File: src/rtl/trig_consts.vh
`ifndef TRIG_CONSTS_VH
`define TRIG_CONSTS_VH

// ****************************************************************
// Register byte offsets.
// ****************************************************************
`define REG_CTRL 8'h00
`define REG_THR1 8'h04
`define REG_THR2 8'h08
`define REG_AUTO 8'h0C
`define REG_CAPLEN 8'h10
`define REG_STATUS 8'h14
`define REG_FRAMES 8'h18
`define REG_TRIGVAL 8'h1C
`define REG_CMD 8'h20

// ****************************************************************
// Control, command and status field positions.
// ****************************************************************
`define CTRL_RUN 0
`define CTRL_MODE_LSB 1
`define CTRL_TYPE_LSB 3
`define CTRL_DIR_LSB 5
`define CTRL_SRC_LSB 7
`define CTRL_HYST 9
`define CTRL_SLOW 10
`define CMD_FORCE 0
`define CMD_REARM 1
`define STAT_TRIGD 2
`define STAT_FORCED 3

// ****************************************************************
// Encodings.
// ****************************************************************
`define MODE_NONE 2'h0
`define MODE_AUTO 2'h1
`define MODE_REPEAT 2'h2
`define MODE_SINGLE 2'h3
`define TYPE_EDGE 2'h0
`define TYPE_ADV 2'h1
`define TYPE_WIN 2'h2
`define DIR_RISE 2'h0
`define DIR_FALL 2'h1
`define DIR_BOTH 2'h2

// ****************************************************************
// Reset values and timing.
// ****************************************************************
`define CTRL_RST 32'h0000_0000
`define THR_RST 32'h0000_0000
`define CAPLEN_RST 32'h0000_0400
`define CLK_HZ 10000000
`define AUTO_WAIT_MS 100
`define AUTO_WAIT_CYC (`AUTO_WAIT_MS * (`CLK_HZ / 1000))

`endif

File: src/rtl/scope_trigger_unit.v
`timescale 1ns/10ps
`include "trig_consts.vh"

// Behaviour
// - Edge trigger fires on threshold crossing.
// - Direction picks rising or falling crossing.
// - Mode none captures continuously, no trigger.
// - Auto waits, then captures after timeout.
// - Repeat captures only after each trigger.
// - Single halts after first triggered capture.
// - Only selected source channel is evaluated.
// - Slow time base updates per sample.
// - Advanced edge adds dual-edge direction.
// - Hysteresis: second threshold arms, main fires.
// - Window fires entering, exiting, or either.
// - Threshold one upper, threshold two lower.
module scope_trigger_unit
#(
  parameter W = 12,
  parameter NCH = 4,
  parameter SRCW = 2,
  parameter CAPW = 16,
  parameter TOW = 24,
  parameter [TOW-1:0] AUTO_CYC = `AUTO_WAIT_CYC
)
(
  input wire i_ref_clk,
  input wire i_srst,
  input wire i_psel,
  input wire i_penable,
  input wire i_pwrite,
  input wire [7:0] i_paddr,
  input wire [31:0] i_pwdata,
  output reg [31:0] o_prdata,
  output reg o_pready,
  output reg o_pslverr,
  input wire i_smp_valid,
  input wire [NCH*W-1:0] i_smp_data,
  output reg [W-1:0] o_smp,
  output reg o_capture,
  output reg o_trig,
  output reg o_forced,
  output reg o_frame_done,
  output reg o_update,
  output reg o_halted
);

// ****************************************************************
// States.
// ****************************************************************
localparam [1:0] ST_IDLE = 2'h0;
localparam [1:0] ST_ARM = 2'h1;
localparam [1:0] ST_CAPT = 2'h2;
localparam [1:0] ST_HALT = 2'h3;

// ****************************************************************
// Reset values, cut to the width of each register.
// ****************************************************************
localparam [31:0] CTRL_RST_W = `CTRL_RST;
localparam [31:0] THR_RST_W = `THR_RST;
localparam [31:0] CAPLEN_RST_W = `CAPLEN_RST;

// ****************************************************************
// Register file.
// ****************************************************************
reg [10:0] ctrl_ff;
reg [W-1:0] thr1_ff;
reg [W-1:0] thr2_ff;
reg [TOW-1:0] auto_ff;
reg [CAPW-1:0] caplen_ff;
reg [15:0] frames_ff;
reg [W-1:0] trigval_ff;
reg trigd_ff;
reg forced_ff;
reg frame_trig_ff;
reg [1:0] state_ff;
reg [1:0] nxt_state;
reg [W-1:0] last_smp_ff;
reg [31:0] rdata;
reg mapped;

wire run = ctrl_ff[`CTRL_RUN];
wire [1:0] mode = ctrl_ff[`CTRL_MODE_LSB +: 2];
wire [1:0] ttype = ctrl_ff[`CTRL_TYPE_LSB +: 2];
wire [1:0] dir = ctrl_ff[`CTRL_DIR_LSB +: 2];
wire [SRCW-1:0] src = ctrl_ff[`CTRL_SRC_LSB +: SRCW];
wire hyst = ctrl_ff[`CTRL_HYST];
wire slow = ctrl_ff[`CTRL_SLOW];

// The write commits at the edge where the master sees pready high.
wire acc = i_psel && i_penable && !o_pready;
wire wr = i_psel && i_penable && o_pready && i_pwrite;
wire wr_ctrl = wr && (i_paddr == `REG_CTRL);
wire wr_cmd = wr && (i_paddr == `REG_CMD);
wire force_trig = wr_cmd && i_pwdata[`CMD_FORCE];
wire rearm = wr_cmd && i_pwdata[`CMD_REARM];

// ****************************************************************
// Source selection and detector.
// ****************************************************************
wire [W-1:0] sel_smp = i_smp_data[src*W +: W];
wire fire;
wire to_zero;
wire cap_zero;
wire cap_last;

// Thresholds reach the detector as raw register bits; it compares
// them as signed values, so negative levels work as expected.
trig_detect #(.W(W)) u_detect
(
  .i_ref_clk(i_ref_clk),
  .i_srst(i_srst),
  .i_valid(i_smp_valid),
  .i_smp(sel_smp),
  .i_thr1(thr1_ff),
  .i_thr2(thr2_ff),
  .i_type(ttype),
  .i_dir(dir),
  .i_hyst(hyst),
  .o_fire(fire)
);

// ****************************************************************
// Sequencer.
// ****************************************************************
wire in_arm = (state_ff == ST_ARM);
wire in_capt = (state_ff == ST_CAPT);
wire enter_arm = (nxt_state == ST_ARM) && !in_arm;
wire enter_capt = (nxt_state == ST_CAPT) && !in_capt;
wire frame_end = in_capt && i_smp_valid && (cap_last || cap_zero);
// Fires are only taken while waiting, so a crossing inside a frame
// cannot restart it; a forced trigger counts as a real one.
wire got_trig = in_arm && run && (mode != `MODE_NONE) && (fire || force_trig);
wire auto_exp = in_arm && run && (mode == `MODE_AUTO) && !got_trig
  && to_zero;
// A zero length is loaded as one, which gives the same one-sample frame that cap_zero would.
wire [CAPW-1:0] cap_load = (caplen_ff == {CAPW{1'b0}}) ?
  {{(CAPW-1){1'b0}}, 1'b1} : caplen_ff;

// Reloaded on every entry to waiting, so each completed capture
// restarts the auto wait from its full length.
trig_count #(.W(TOW)) u_auto
(
  .i_ref_clk(i_ref_clk),
  .i_srst(i_srst),
  .i_load(enter_arm),
  .i_load_val(auto_ff),
  .i_step(in_arm),
  .o_zero(to_zero),
  .o_last()
);

trig_count #(.W(CAPW)) u_cap
(
  .i_ref_clk(i_ref_clk),
  .i_srst(i_srst),
  .i_load(enter_capt),
  .i_load_val(cap_load),
  .i_step(in_capt && i_smp_valid),
  .o_zero(cap_zero),
  .o_last(cap_last)
);

// Mode none passes through waiting for one cycle between frames, so
// the auto timer and the frame counter see the same entry points.
always @*
begin
  nxt_state = state_ff;
  case (state_ff)
    ST_IDLE:
    begin
      if (run)
        nxt_state = ST_ARM;
    end
    ST_ARM:
    begin
      if (!run)
        nxt_state = ST_IDLE;
      else if (mode == `MODE_NONE)
        nxt_state = ST_CAPT;
      else if (got_trig)
        nxt_state = ST_CAPT;
      else if (auto_exp)
        nxt_state = ST_CAPT;
    end
    ST_CAPT:
    begin
      if (!run)
        nxt_state = ST_IDLE;
      else if (frame_end && (mode == `MODE_SINGLE) && frame_trig_ff)
        nxt_state = ST_HALT;
      else if (frame_end)
        nxt_state = ST_ARM;
    end
    ST_HALT:
    begin
      if (!run)
        nxt_state = ST_IDLE;
      else if (rearm)
        nxt_state = ST_ARM;
    end
    default:
      nxt_state = ST_IDLE;
  endcase
end

always @(posedge i_ref_clk)
begin
  if (i_srst)
  begin
    state_ff <= ST_IDLE;
    frame_trig_ff <= 1'b0;
    last_smp_ff <= {W{1'b0}};
    trigval_ff <= {W{1'b0}};
    trigd_ff <= 1'b0;
    forced_ff <= 1'b0;
    frames_ff <= 16'h0000;
  end
  else
  begin
    state_ff <= nxt_state;
    if (i_smp_valid)
      last_smp_ff <= sel_smp;
    if (enter_capt)
      frame_trig_ff <= got_trig;
    if (got_trig)
      trigval_ff <= last_smp_ff;
    if (frame_end)
    begin
      frames_ff <= frames_ff + 16'h0001;
      trigd_ff <= frame_trig_ff;
      forced_ff <= !frame_trig_ff && (mode == `MODE_AUTO);
    end
  end
end

// ****************************************************************
// Stream outputs.
// ****************************************************************
always @(posedge i_ref_clk)
begin
  if (i_srst)
  begin
    o_smp <= {W{1'b0}};
    o_capture <= 1'b0;
    o_trig <= 1'b0;
    o_forced <= 1'b0;
    o_frame_done <= 1'b0;
    o_update <= 1'b0;
    o_halted <= 1'b0;
  end
  else
  begin
    // The sample output follows the source every cycle; only the
    // capture pulse says which of those belong to the frame.
    o_smp <= sel_smp;
    o_capture <= in_capt && i_smp_valid;
    o_trig <= got_trig;
    o_forced <= auto_exp;
    o_frame_done <= frame_end;
    // A slow time base shows each sample as it lands instead of
    // waiting for the frame; triggering itself is unaffected.
    o_update <= slow ? (in_capt && i_smp_valid) : frame_end;
    o_halted <= (nxt_state == ST_HALT);
  end
end

// ****************************************************************
// APB slave.
// ****************************************************************
// Every transfer gets exactly one wait state: pready is registered
// from the access phase, and a write commits when it is seen high.
always @*
begin
  mapped = 1'b1;
  rdata = 32'h0000_0000;
  case (i_paddr)
    `REG_CTRL: rdata[10:0] = ctrl_ff;
    `REG_THR1: rdata[W-1:0] = thr1_ff;
    `REG_THR2: rdata[W-1:0] = thr2_ff;
    `REG_AUTO: rdata[TOW-1:0] = auto_ff;
    `REG_CAPLEN: rdata[CAPW-1:0] = caplen_ff;
    `REG_STATUS:
    begin
      rdata[1:0] = state_ff;
      rdata[`STAT_TRIGD] = trigd_ff;
      rdata[`STAT_FORCED] = forced_ff;
    end
    `REG_FRAMES: rdata[15:0] = frames_ff;
    `REG_TRIGVAL: rdata[W-1:0] = trigval_ff;
    `REG_CMD: rdata = 32'h0000_0000;
    default: mapped = 1'b0;
  endcase
end

always @(posedge i_ref_clk)
begin
  if (i_srst)
  begin
    o_pready <= 1'b0;
    o_pslverr <= 1'b0;
    o_prdata <= 32'h0000_0000;
  end
  else
  begin
    o_pready <= acc;
    o_pslverr <= acc && !mapped;
    o_prdata <= (acc && !i_pwrite) ? rdata : 32'h0000_0000;
  end
end

always @(posedge i_ref_clk)
begin
  if (i_srst)
  begin
    ctrl_ff <= CTRL_RST_W[10:0];
    thr1_ff <= THR_RST_W[W-1:0];
    thr2_ff <= THR_RST_W[W-1:0];
    auto_ff <= AUTO_CYC;
    caplen_ff <= CAPLEN_RST_W[CAPW-1:0];
  end
  else if (wr)
  begin
    // Status, frame count and trigger value are read only; writes to
    // them are dropped without an error.
    case (i_paddr)
      `REG_CTRL: ctrl_ff <= i_pwdata[10:0];
      `REG_THR1: thr1_ff <= i_pwdata[W-1:0];
      `REG_THR2: thr2_ff <= i_pwdata[W-1:0];
      `REG_AUTO: auto_ff <= i_pwdata[TOW-1:0];
      `REG_CAPLEN: caplen_ff <= i_pwdata[CAPW-1:0];
      default: ctrl_ff <= ctrl_ff;
    endcase
  end
end

endmodule // scope_trigger_unit

File: src/rtl/trig_count.v
`timescale 1ns/10ps
`include "trig_consts.vh"

// Down counter that stops at zero.
module trig_count
#(
  parameter W = 24
)
(
  input wire i_ref_clk,
  input wire i_srst,
  input wire i_load,
  input wire [W-1:0] i_load_val,
  input wire i_step,
  output wire o_zero,
  output wire o_last
);

reg [W-1:0] cnt_ff;

always @(posedge i_ref_clk)
begin
  if (i_srst)
  begin
    cnt_ff <= {W{1'b0}};
  end
  else if (i_load)
  begin
    cnt_ff <= i_load_val;
  end
  else if (i_step && (cnt_ff != {W{1'b0}}))
  begin
    cnt_ff <= cnt_ff - {{(W-1){1'b0}}, 1'b1};
  end
end

assign o_zero = (cnt_ff == {W{1'b0}});
assign o_last = (cnt_ff == {{(W-1){1'b0}}, 1'b1});

endmodule // trig_count

File: src/rtl/trig_detect.v
`timescale 1ns/10ps
`include "trig_consts.vh"

// Crossing detector for one sample stream; fire is a registered pulse.
module trig_detect
#(
  parameter W = 12
)
(
  input wire i_ref_clk,
  input wire i_srst,
  input wire i_valid,
  input wire signed [W-1:0] i_smp,
  input wire signed [W-1:0] i_thr1,
  input wire signed [W-1:0] i_thr2,
  input wire [1:0] i_type,
  input wire [1:0] i_dir,
  input wire i_hyst,
  output reg o_fire
);

reg signed [W-1:0] prev_ff;
reg have_ff;
reg arm_up_ff;
reg arm_dn_ff;
wire up = have_ff && (prev_ff < i_thr1) && (i_smp >= i_thr1);
wire dn = have_ff && (prev_ff >= i_thr1) && (i_smp < i_thr1);
wire use_hyst = i_hyst && (i_type == `TYPE_ADV);
wire in_now = (i_smp <= i_thr1) && (i_smp >= i_thr2);
wire in_prev = (prev_ff <= i_thr1) && (prev_ff >= i_thr2);
wire enter = have_ff && in_now && !in_prev;
wire leave = have_ff && !in_now && in_prev;
wire up_ok = up && (!use_hyst || arm_up_ff);
wire dn_ok = dn && (!use_hyst || arm_dn_ff);
reg hit;

always @*
begin
  hit = 1'b0;
  if (i_type == `TYPE_WIN)
  begin
    case (i_dir)
      `DIR_RISE: hit = enter;
      `DIR_FALL: hit = leave;
      default: hit = enter || leave;
    endcase
  end
  else
  begin
    case (i_dir)
      `DIR_RISE: hit = up_ok;
      `DIR_FALL: hit = dn_ok;
      default: hit = (i_type == `TYPE_ADV) && (up_ok || dn_ok);
    endcase
  end
end

always @(posedge i_ref_clk)
begin
  if (i_srst)
  begin
    prev_ff <= {W{1'b0}};
    have_ff <= 1'b0;
    arm_up_ff <= 1'b0;
    arm_dn_ff <= 1'b0;
    o_fire <= 1'b0;
  end
  else
  begin
    o_fire <= i_valid && hit;
    if (i_valid)
    begin
      prev_ff <= i_smp;
      have_ff <= 1'b1;
      // Arming needs the second threshold first; firing disarms.
      if (!use_hyst || up)
        arm_up_ff <= 1'b0;
      else if (i_smp < i_thr2)
        arm_up_ff <= 1'b1;
      if (!use_hyst || dn)
        arm_dn_ff <= 1'b0;
      else if (i_smp > i_thr2)
        arm_dn_ff <= 1'b1;
    end
  end
end

endmodule // trig_detect

File: config.mk
export PLATFORM = sky130hd
export DESIGN_NAME = scope_trigger_unit
export DESIGN_NICKNAME = d
export VERILOG_FILES = /design/src/rtl/scope_trigger_unit.v /design/src/rtl/trig_count.v /design/src/rtl/trig_detect.v
export VERILOG_INCLUDE_DIRS = /design/src /design/src/rtl
export SDC_FILE = /design/constraint.sdc
export NUM_CORES = 1
export LEC_CHECK = 0
export ABC_AREA = 1
export BUFFER_PORTS_ARGS = -buffer_cell sky130_fd_sc_hd__buf_2
export CAP_MARGIN = 10
export CORE_ASPECT_RATIO = 0.5
export CORE_MARGIN = 10
export CORE_UTILIZATION = 59
export CTS_CLUSTER_SIZE = 12
export DETAILED_ROUTE_END_ITERATION = 7
export GPL_ROUTABILITY_DRIVEN = 0
export PLACE_DENSITY = 0.78
export REMOVE_ABC_BUFFERS = 1
export SLEW_MARGIN = 10
export SYNTH_ARGS = -nofsm -noshare
export SYNTH_HDL_FRONTEND = slang
export SYNTH_HIERARCHICAL = 1
export SYNTH_SLANG_ARGS = --single-unit
File: constraint.sdc
create_clock -name i_ref_clk -period 3.2 [get_ports i_ref_clk]
set_clock_uncertainty 0.15 [all_clocks]
set_input_delay 0.32 -clock i_ref_clk [delete_from_list [all_inputs] [get_ports i_ref_clk]]
set_output_delay 0.32 -clock i_ref_clk [all_outputs]
set_load 0.05 [all_outputs]
## Word-level counts from Yosys, hierarchy flattened

Cells that the tools add are included.

| storage, ports and cells | value |
|---|---|
| bits in latches | 0 |
| memories kept | 0 |
| bits in read-only memories | 0 |
| bits in registers | 216 |
| bits in writable memories | 0 |
| bits of input ports | 94 |
| output and inout bits | 52 |
| word-level logic and storage cells | 177 |

| cells by class | value |
|---|---|
| eq/ne operators | 20 |
| shifts and indexed selects | 1 |
| $mul | 1 |
| add/sub/neg operators | 3 |
| reductions and logical operators | 81 |
| bitwise gates (word level) | 2 |
| multiplexer cells | 29 |
| divide/modulo/power cells | 0 |
| magnitude comparators | 10 |

Operators with widths:

| cell | count |
|---|---|
| one-hot mux 7 bit (7 select lines) | 1 |
| greater-or-equal comparator 12 bit | 4 |
| two-way mux 16 bit | 3 |
| two-way mux 24 bit | 2 |
| indexed part select 48 x 7 -> 12 bit | 1 |
| logical AND 1 bit | 39 |
| less-than comparator 12 bit | 3 |
| equality test 8 x 5 -> 1 bit, second input constant | 4 |
| logical NOT 16 bit | 2 |
| one-hot mux 4 bit (8 select lines) | 1 |
| <= comparator 12 bit | 2 |
| logical NOT 24 bit | 1 |
| nonzero test 24 bit | 1 |
| subtractor 24 x 1 -> 24 bit, second input constant | 1 |
| two-way mux 2 bit | 10 |
| adder 16 x 1 -> 16 bit, second input constant | 1 |
| equality test 16 x 1 -> 1 bit, second input constant | 1 |
| equality test 8 x 4 -> 1 bit, second input constant | 2 |
| nonzero test 16 bit | 1 |
| subtractor 16 x 1 -> 16 bit, second input constant | 1 |
| AND reduction 2 bit | 7 |
| equality test 2 bit, second input constant | 6 |
| > comparator 12 bit | 1 |
| one-hot mux 4 bit (3 select lines) | 1 |
| 17 further kinds | 51 |

## Logic depth before layout (Yosys ltp)

| logic depth | value |
|---|---|
| depth in word-level cells | 18 |
| depth in mapped cells | 23 |
| mapped depth without buffers | 21 |

## Hierarchy

Netlist, hierarchy kept.

By module, submodules not included:

| module | area each (sq um) | sequential area each (sq um) | instances | cells an instance |
|---|---|---|---|---|
| scope_trigger_unit | 7019.2 | 3283.1 | 1 | 987 |
| trig_detect | 2044.5 | 320.3 | 1 | 318 |
| trig_count (u_auto) | 1803.0 | 480.5 | 1 | 303 |
| trig_count (u_cap) | 1194.9 | 320.3 | 1 | 201 |

## Worst setup path after synthesis

Ideal clock, no wire load.

| path | value |
|---|---|
| path kind | register to register |
| from | register u_cap.cnt_ff[0] |
| to | register u_auto.cnt_ff[22] |
| library setup time | 0.128 ns |
| arrival | 2.645 ns |
| path slack | 0.278 ns |
| data required time | 2.922 ns |
| buffers on the path | 3 |
| stages on the path, launching flop included | 21 |
| clock period less this slack | 2.922 ns |
| cells stage by stage | dfxtp_1 -> inv_1 -> ha_1 -> nand2_2 -> nor2_4 -> nand4_1 -> nor2_1 -> nor2_1 -> nor2_2 -> buf_2 -> o21ai_1 -> a21oi_1 -> nand3_1 -> nor3_1 -> buf_2 -> inv_1 -> clkbuf_1 -> nand3_1 -> nand2_1 -> nor2_1 -> nor2_1 |

| between the ends | value |
|---|---|
| cells in the longest elaborated chain, start to end | 11 |
| elaborated cells between the ends (all ways) | 14 |
| classes of those cells | 2 x eq/ne; 5 x mux; 7 x reduce/logical |

RTL lines:

| what | line | source |
|---|---|---|
| from (decl) | trig_count.v:19 | `reg [W-1:0] cnt_ff;` |
| from (signal assigned) | trig_count.v:25 | `cnt_ff <= {W{1'b0}};` |
| from (signal assigned) | trig_count.v:29 | `cnt_ff <= i_load_val;` |
| from (signal assigned) | trig_count.v:33 | `cnt_ff <= cnt_ff - {{(W-1){1'b0}}, 1'b1};` |
| logical NOT 16 bit * | trig_count.v:37 | `assign o_zero = (cnt_ff == {W{1'b0}});` |
| net cap_zero | scope_trigger_unit.v:104 | `wire cap_zero;` |
| logical OR 1 bit * | scope_trigger_unit.v:130 | `wire frame_end = in_capt && i_smp_valid && (cap_last \|\| cap_zero);` |
| logical AND 1 bit * | scope_trigger_unit.v:130 |  |
| logical AND 1 bit (2 in series) | scope_trigger_unit.v:190 | `` else if (frame_end && (mode == `MODE_SINGLE) && frame_trig_ff) `` |
| two-way mux 2 bit * | scope_trigger_unit.v:190 |  |
| two-way mux 2 bit * | scope_trigger_unit.v:188 | `if (!run)` |
| one-hot mux 2 bit (4 select lines) * | scope_trigger_unit.v:169 | `case (state_ff)` |
| equality test 2 x 1 -> 1 bit * | scope_trigger_unit.v:128 | `wire enter_arm = (nxt_state == ST_ARM) && !in_arm;` |
| logical AND 1 bit * | scope_trigger_unit.v:128 |  |
| net enter_arm | scope_trigger_unit.v:128 |  |
| two-way mux 24 bit or nonzero test 2 bit (tied branches) | n/a |  |
| to (signal assigned) | trig_count.v:25 |  |
| to (signal assigned) | trig_count.v:29 |  |
| to (signal assigned) | trig_count.v:33 |  |
| to (decl) | trig_count.v:19 |  |

The timed path passes the listed nets; every way through them passes the cells marked *.
A chain may end at the register's enable or synchronous reset.

## Worst setup path in the final report

| path | value |
|---|---|
| from | register u_cap.cnt_ff[0] |
| to | register u_auto.cnt_ff[19] |

Same word-level chain as after synthesis.

==> impl_metrics.yaml <==
status:
  outcome: "completed"
setup_path:
  crit_slowest_cell: "dfxtp_1"
  path_depth: 18
  worstPathCellList: "inv_2, ha_4, nand2_4, nor2_4, nand4_1, nor2_1, nor2_1, nor2_2, o21ai_1, a21oi_2, nand3_2, nor3_4, clkinvlp_4, buf_6, nand3_1, nand2_1, nor2_1, nor2_1"
  required_ps: 3440
  critPathLaunchType: "flop"
  crit_family: "simple AND/OR/NAND/NOR gates"
  cpPeakStageDelay_ps: 340
  crit_path_max_fanout: 9
  cpMostUsedCell: "nor2_1"
  arrival_ps: 3360
  path_buf_inv: 3
  reg2regPathDepth: 18
  worstSetupPathType: "flop to flop"
  cp-end-kind: "flop"
cts:
  tritoncts: "yes"
  cts_num_sinks: 220
  htreeDepth: 1
  root_buffer: "clkbuf_16"
  path_clk_slew_ps: 60
  clock_path_buffers: 3
  clock_latency_ps: 510
  cts_buffers: 22
layout:
  final_common_cell: "nand2_1"
  nNetsFinal: 2081
  drive_gt1_share_pct: 13.8
  synthToLayoutAreaGrowth_pct: 14.2
  fill_cells: 1688
  final_cell_mix: "406 x nand2_1, 277 x nor2_1, 220 x dfxtp_1, 193 x inv_1, 133 x o21ai_0"
power:
  power_mw: 5.69
  pwr-share-clk_pct: 42.2
  power.density_nw_per_um2: 414
  p_comb_share_pct: 8.7
  switchingPower_mw: 1.40
  power.internal_mw: 4.29
  ir_drop_mv: 0.310
  p_leak_nw: 6.62
  sequentialPowerShare_pct: 49.1
  p_sw_share_pct: 24.7
sta:
  finalSetupTns_ps: 0
  finalHoldViolations: 0
  fin_crit_ps: 3120
  max_clock_freq_ghz: 0.320
  slew_viol_final: 0
  setup_violations: 0
  worst_slew_pin_slew_ps: 987
  maxSlewHeadroom_pct: 34.2
  fin_crit_sh_pct: 97.7
route:
  first_pass_iters: 6
  vias_per_cell: 5.67
  drc_errors: 0
  routed_wl_mm: 37.7
  wl_per_cell_um: 17.1
  dr_total_vias: 12500
  drt_iter0_drc: 1610
  postRouteAntennaNets: 0
floorplanning:
  fp.dieW_um: 222
  ios: 146
  die-area_um2: 26900
  rows: 36
  die_h_um: 121
  start_util_pct: 61.0
  fp.coreArea_um2: 19700
grt:
  grt_pass1_vias: 11700
  grt_pass1_wl_mm: 59.4
  grt_remaining_overflow: 0
  grt_antenna_before_repair: 1
  grt_max_degree: 102
  grt_usage_pct: 26.6
hold_path:
  holdCritPathClass: "input port to flop"
  hold_path_depth: 3
job:
  maxCapViolCount: 0
synthesis:
  syn_inst: 1806
  synth_warnings: 6
  avgSynthCellArea_um2: 6.67
  synth_area_um2: 12000
placed_design:
  dp_hpwl_mm: 27.5
  place.port_buffers: 129
## area by class of cell
cell class,instances,area [um2],share of cell area (%)
timing repair inverter,1,7.51,0.0546
sequential,220,4400,32.0
antenna,1,2.50,0.0182
timing repair buffer,178,1060,7.73
multi-input combinational,1298,6510,47.3
tap,266,333,2.42
inverter,213,808,5.88
clock buffer,28,624,4.54
## worst paths after layout
| check | start | to | slack [ps] |
|---|---|---|---|
| min reg2reg | auto_ff[17] | o_prdata[17] | 320 |
| max | u_cap/cnt_ff[0] | u_auto/cnt_ff[19] | 80 |
| max reg2reg | u_cap/cnt_ff[0] | u_auto/cnt_ff[19] | 80 |
| min | i_pwdata[6] | auto_ff[6] | 30 |
## routing by layer
metal  global-route usage, %  part of all wire [%]  vias to the layer above
met5                       0                     0                        -
li1                        -                     -                     6050
met2                    45.5                    47                      602
met3                    5.44                   9.2                       94
met4                    7.86                   2.8                        0
met1                    33.2                    41                     5758
## timing repair
action                                 in CTS  in global routing
hold buffers                               13                  0
resized for setup                           0                 14
endpoints found under the hold margin      17                  0
buffers inserted                            0                  6
setup endpoints to repair                   0                 23
## registers in the layout, summed over array words and instances, names as in the netlist, 2 cells and up
register	count
state_ff	2
ctrl_ff	11
u_cap/cnt_ff	16
frames_ff	16
auto_ff	24
last_smp_ff	12
thr2_ff	12
thr1_ff	12
caplen_ff	16
u_detect/prev_ff	12
trigval_ff	12
u_auto/cnt_ff	24
o_prdata	24
o_smp	12
## power by group through the flow
stage / combinational [mW] / sequential, mW / clock [mW]
after floorplan: 0.249 / 2.88 / 0
after global placement: 0.453 / 2.85 / 0
after detailed placement: 0.469 / 2.86 / 0
after CTS: 0.485 / 2.79 / 2.40
after global routing: 0.543 / 2.80 / 2.52
final: 0.496 / 2.80 / 2.40
## stage by stage
step	std cells	cell area (um2)	utilization [%]	hold slack, ps	setup WS [ps]
floorplan	1731	11700	-	239	-1010
global placement	2156	12900	65.3	284	220
detailed placement	2156	12900	65.3	278	90.0
CTS	2197	13600	69.2	14.4	44.7
global route	2205	13800	69.7	18.4	-60.6
finish	2205	13800	69.7	26.6	75.1
## worst reg2reg max path, stage by stage, from the launching register on
cell,delay [ps]
dfxtp_1,340
inv_2,90
ha_4,150
nand2_4,80
nor2_4,100
nand4_1,130
nor2_1,160
nor2_1,90
nor2_2,140
o21ai_1,100
a21oi_2,180
nand3_2,160
nor3_4,320
clkinvlp_4,270
buf_6,200
nand3_1,90
nand2_1,70
nor2_1,130
nor2_1,60
Power figures use the tool's default switching activity.
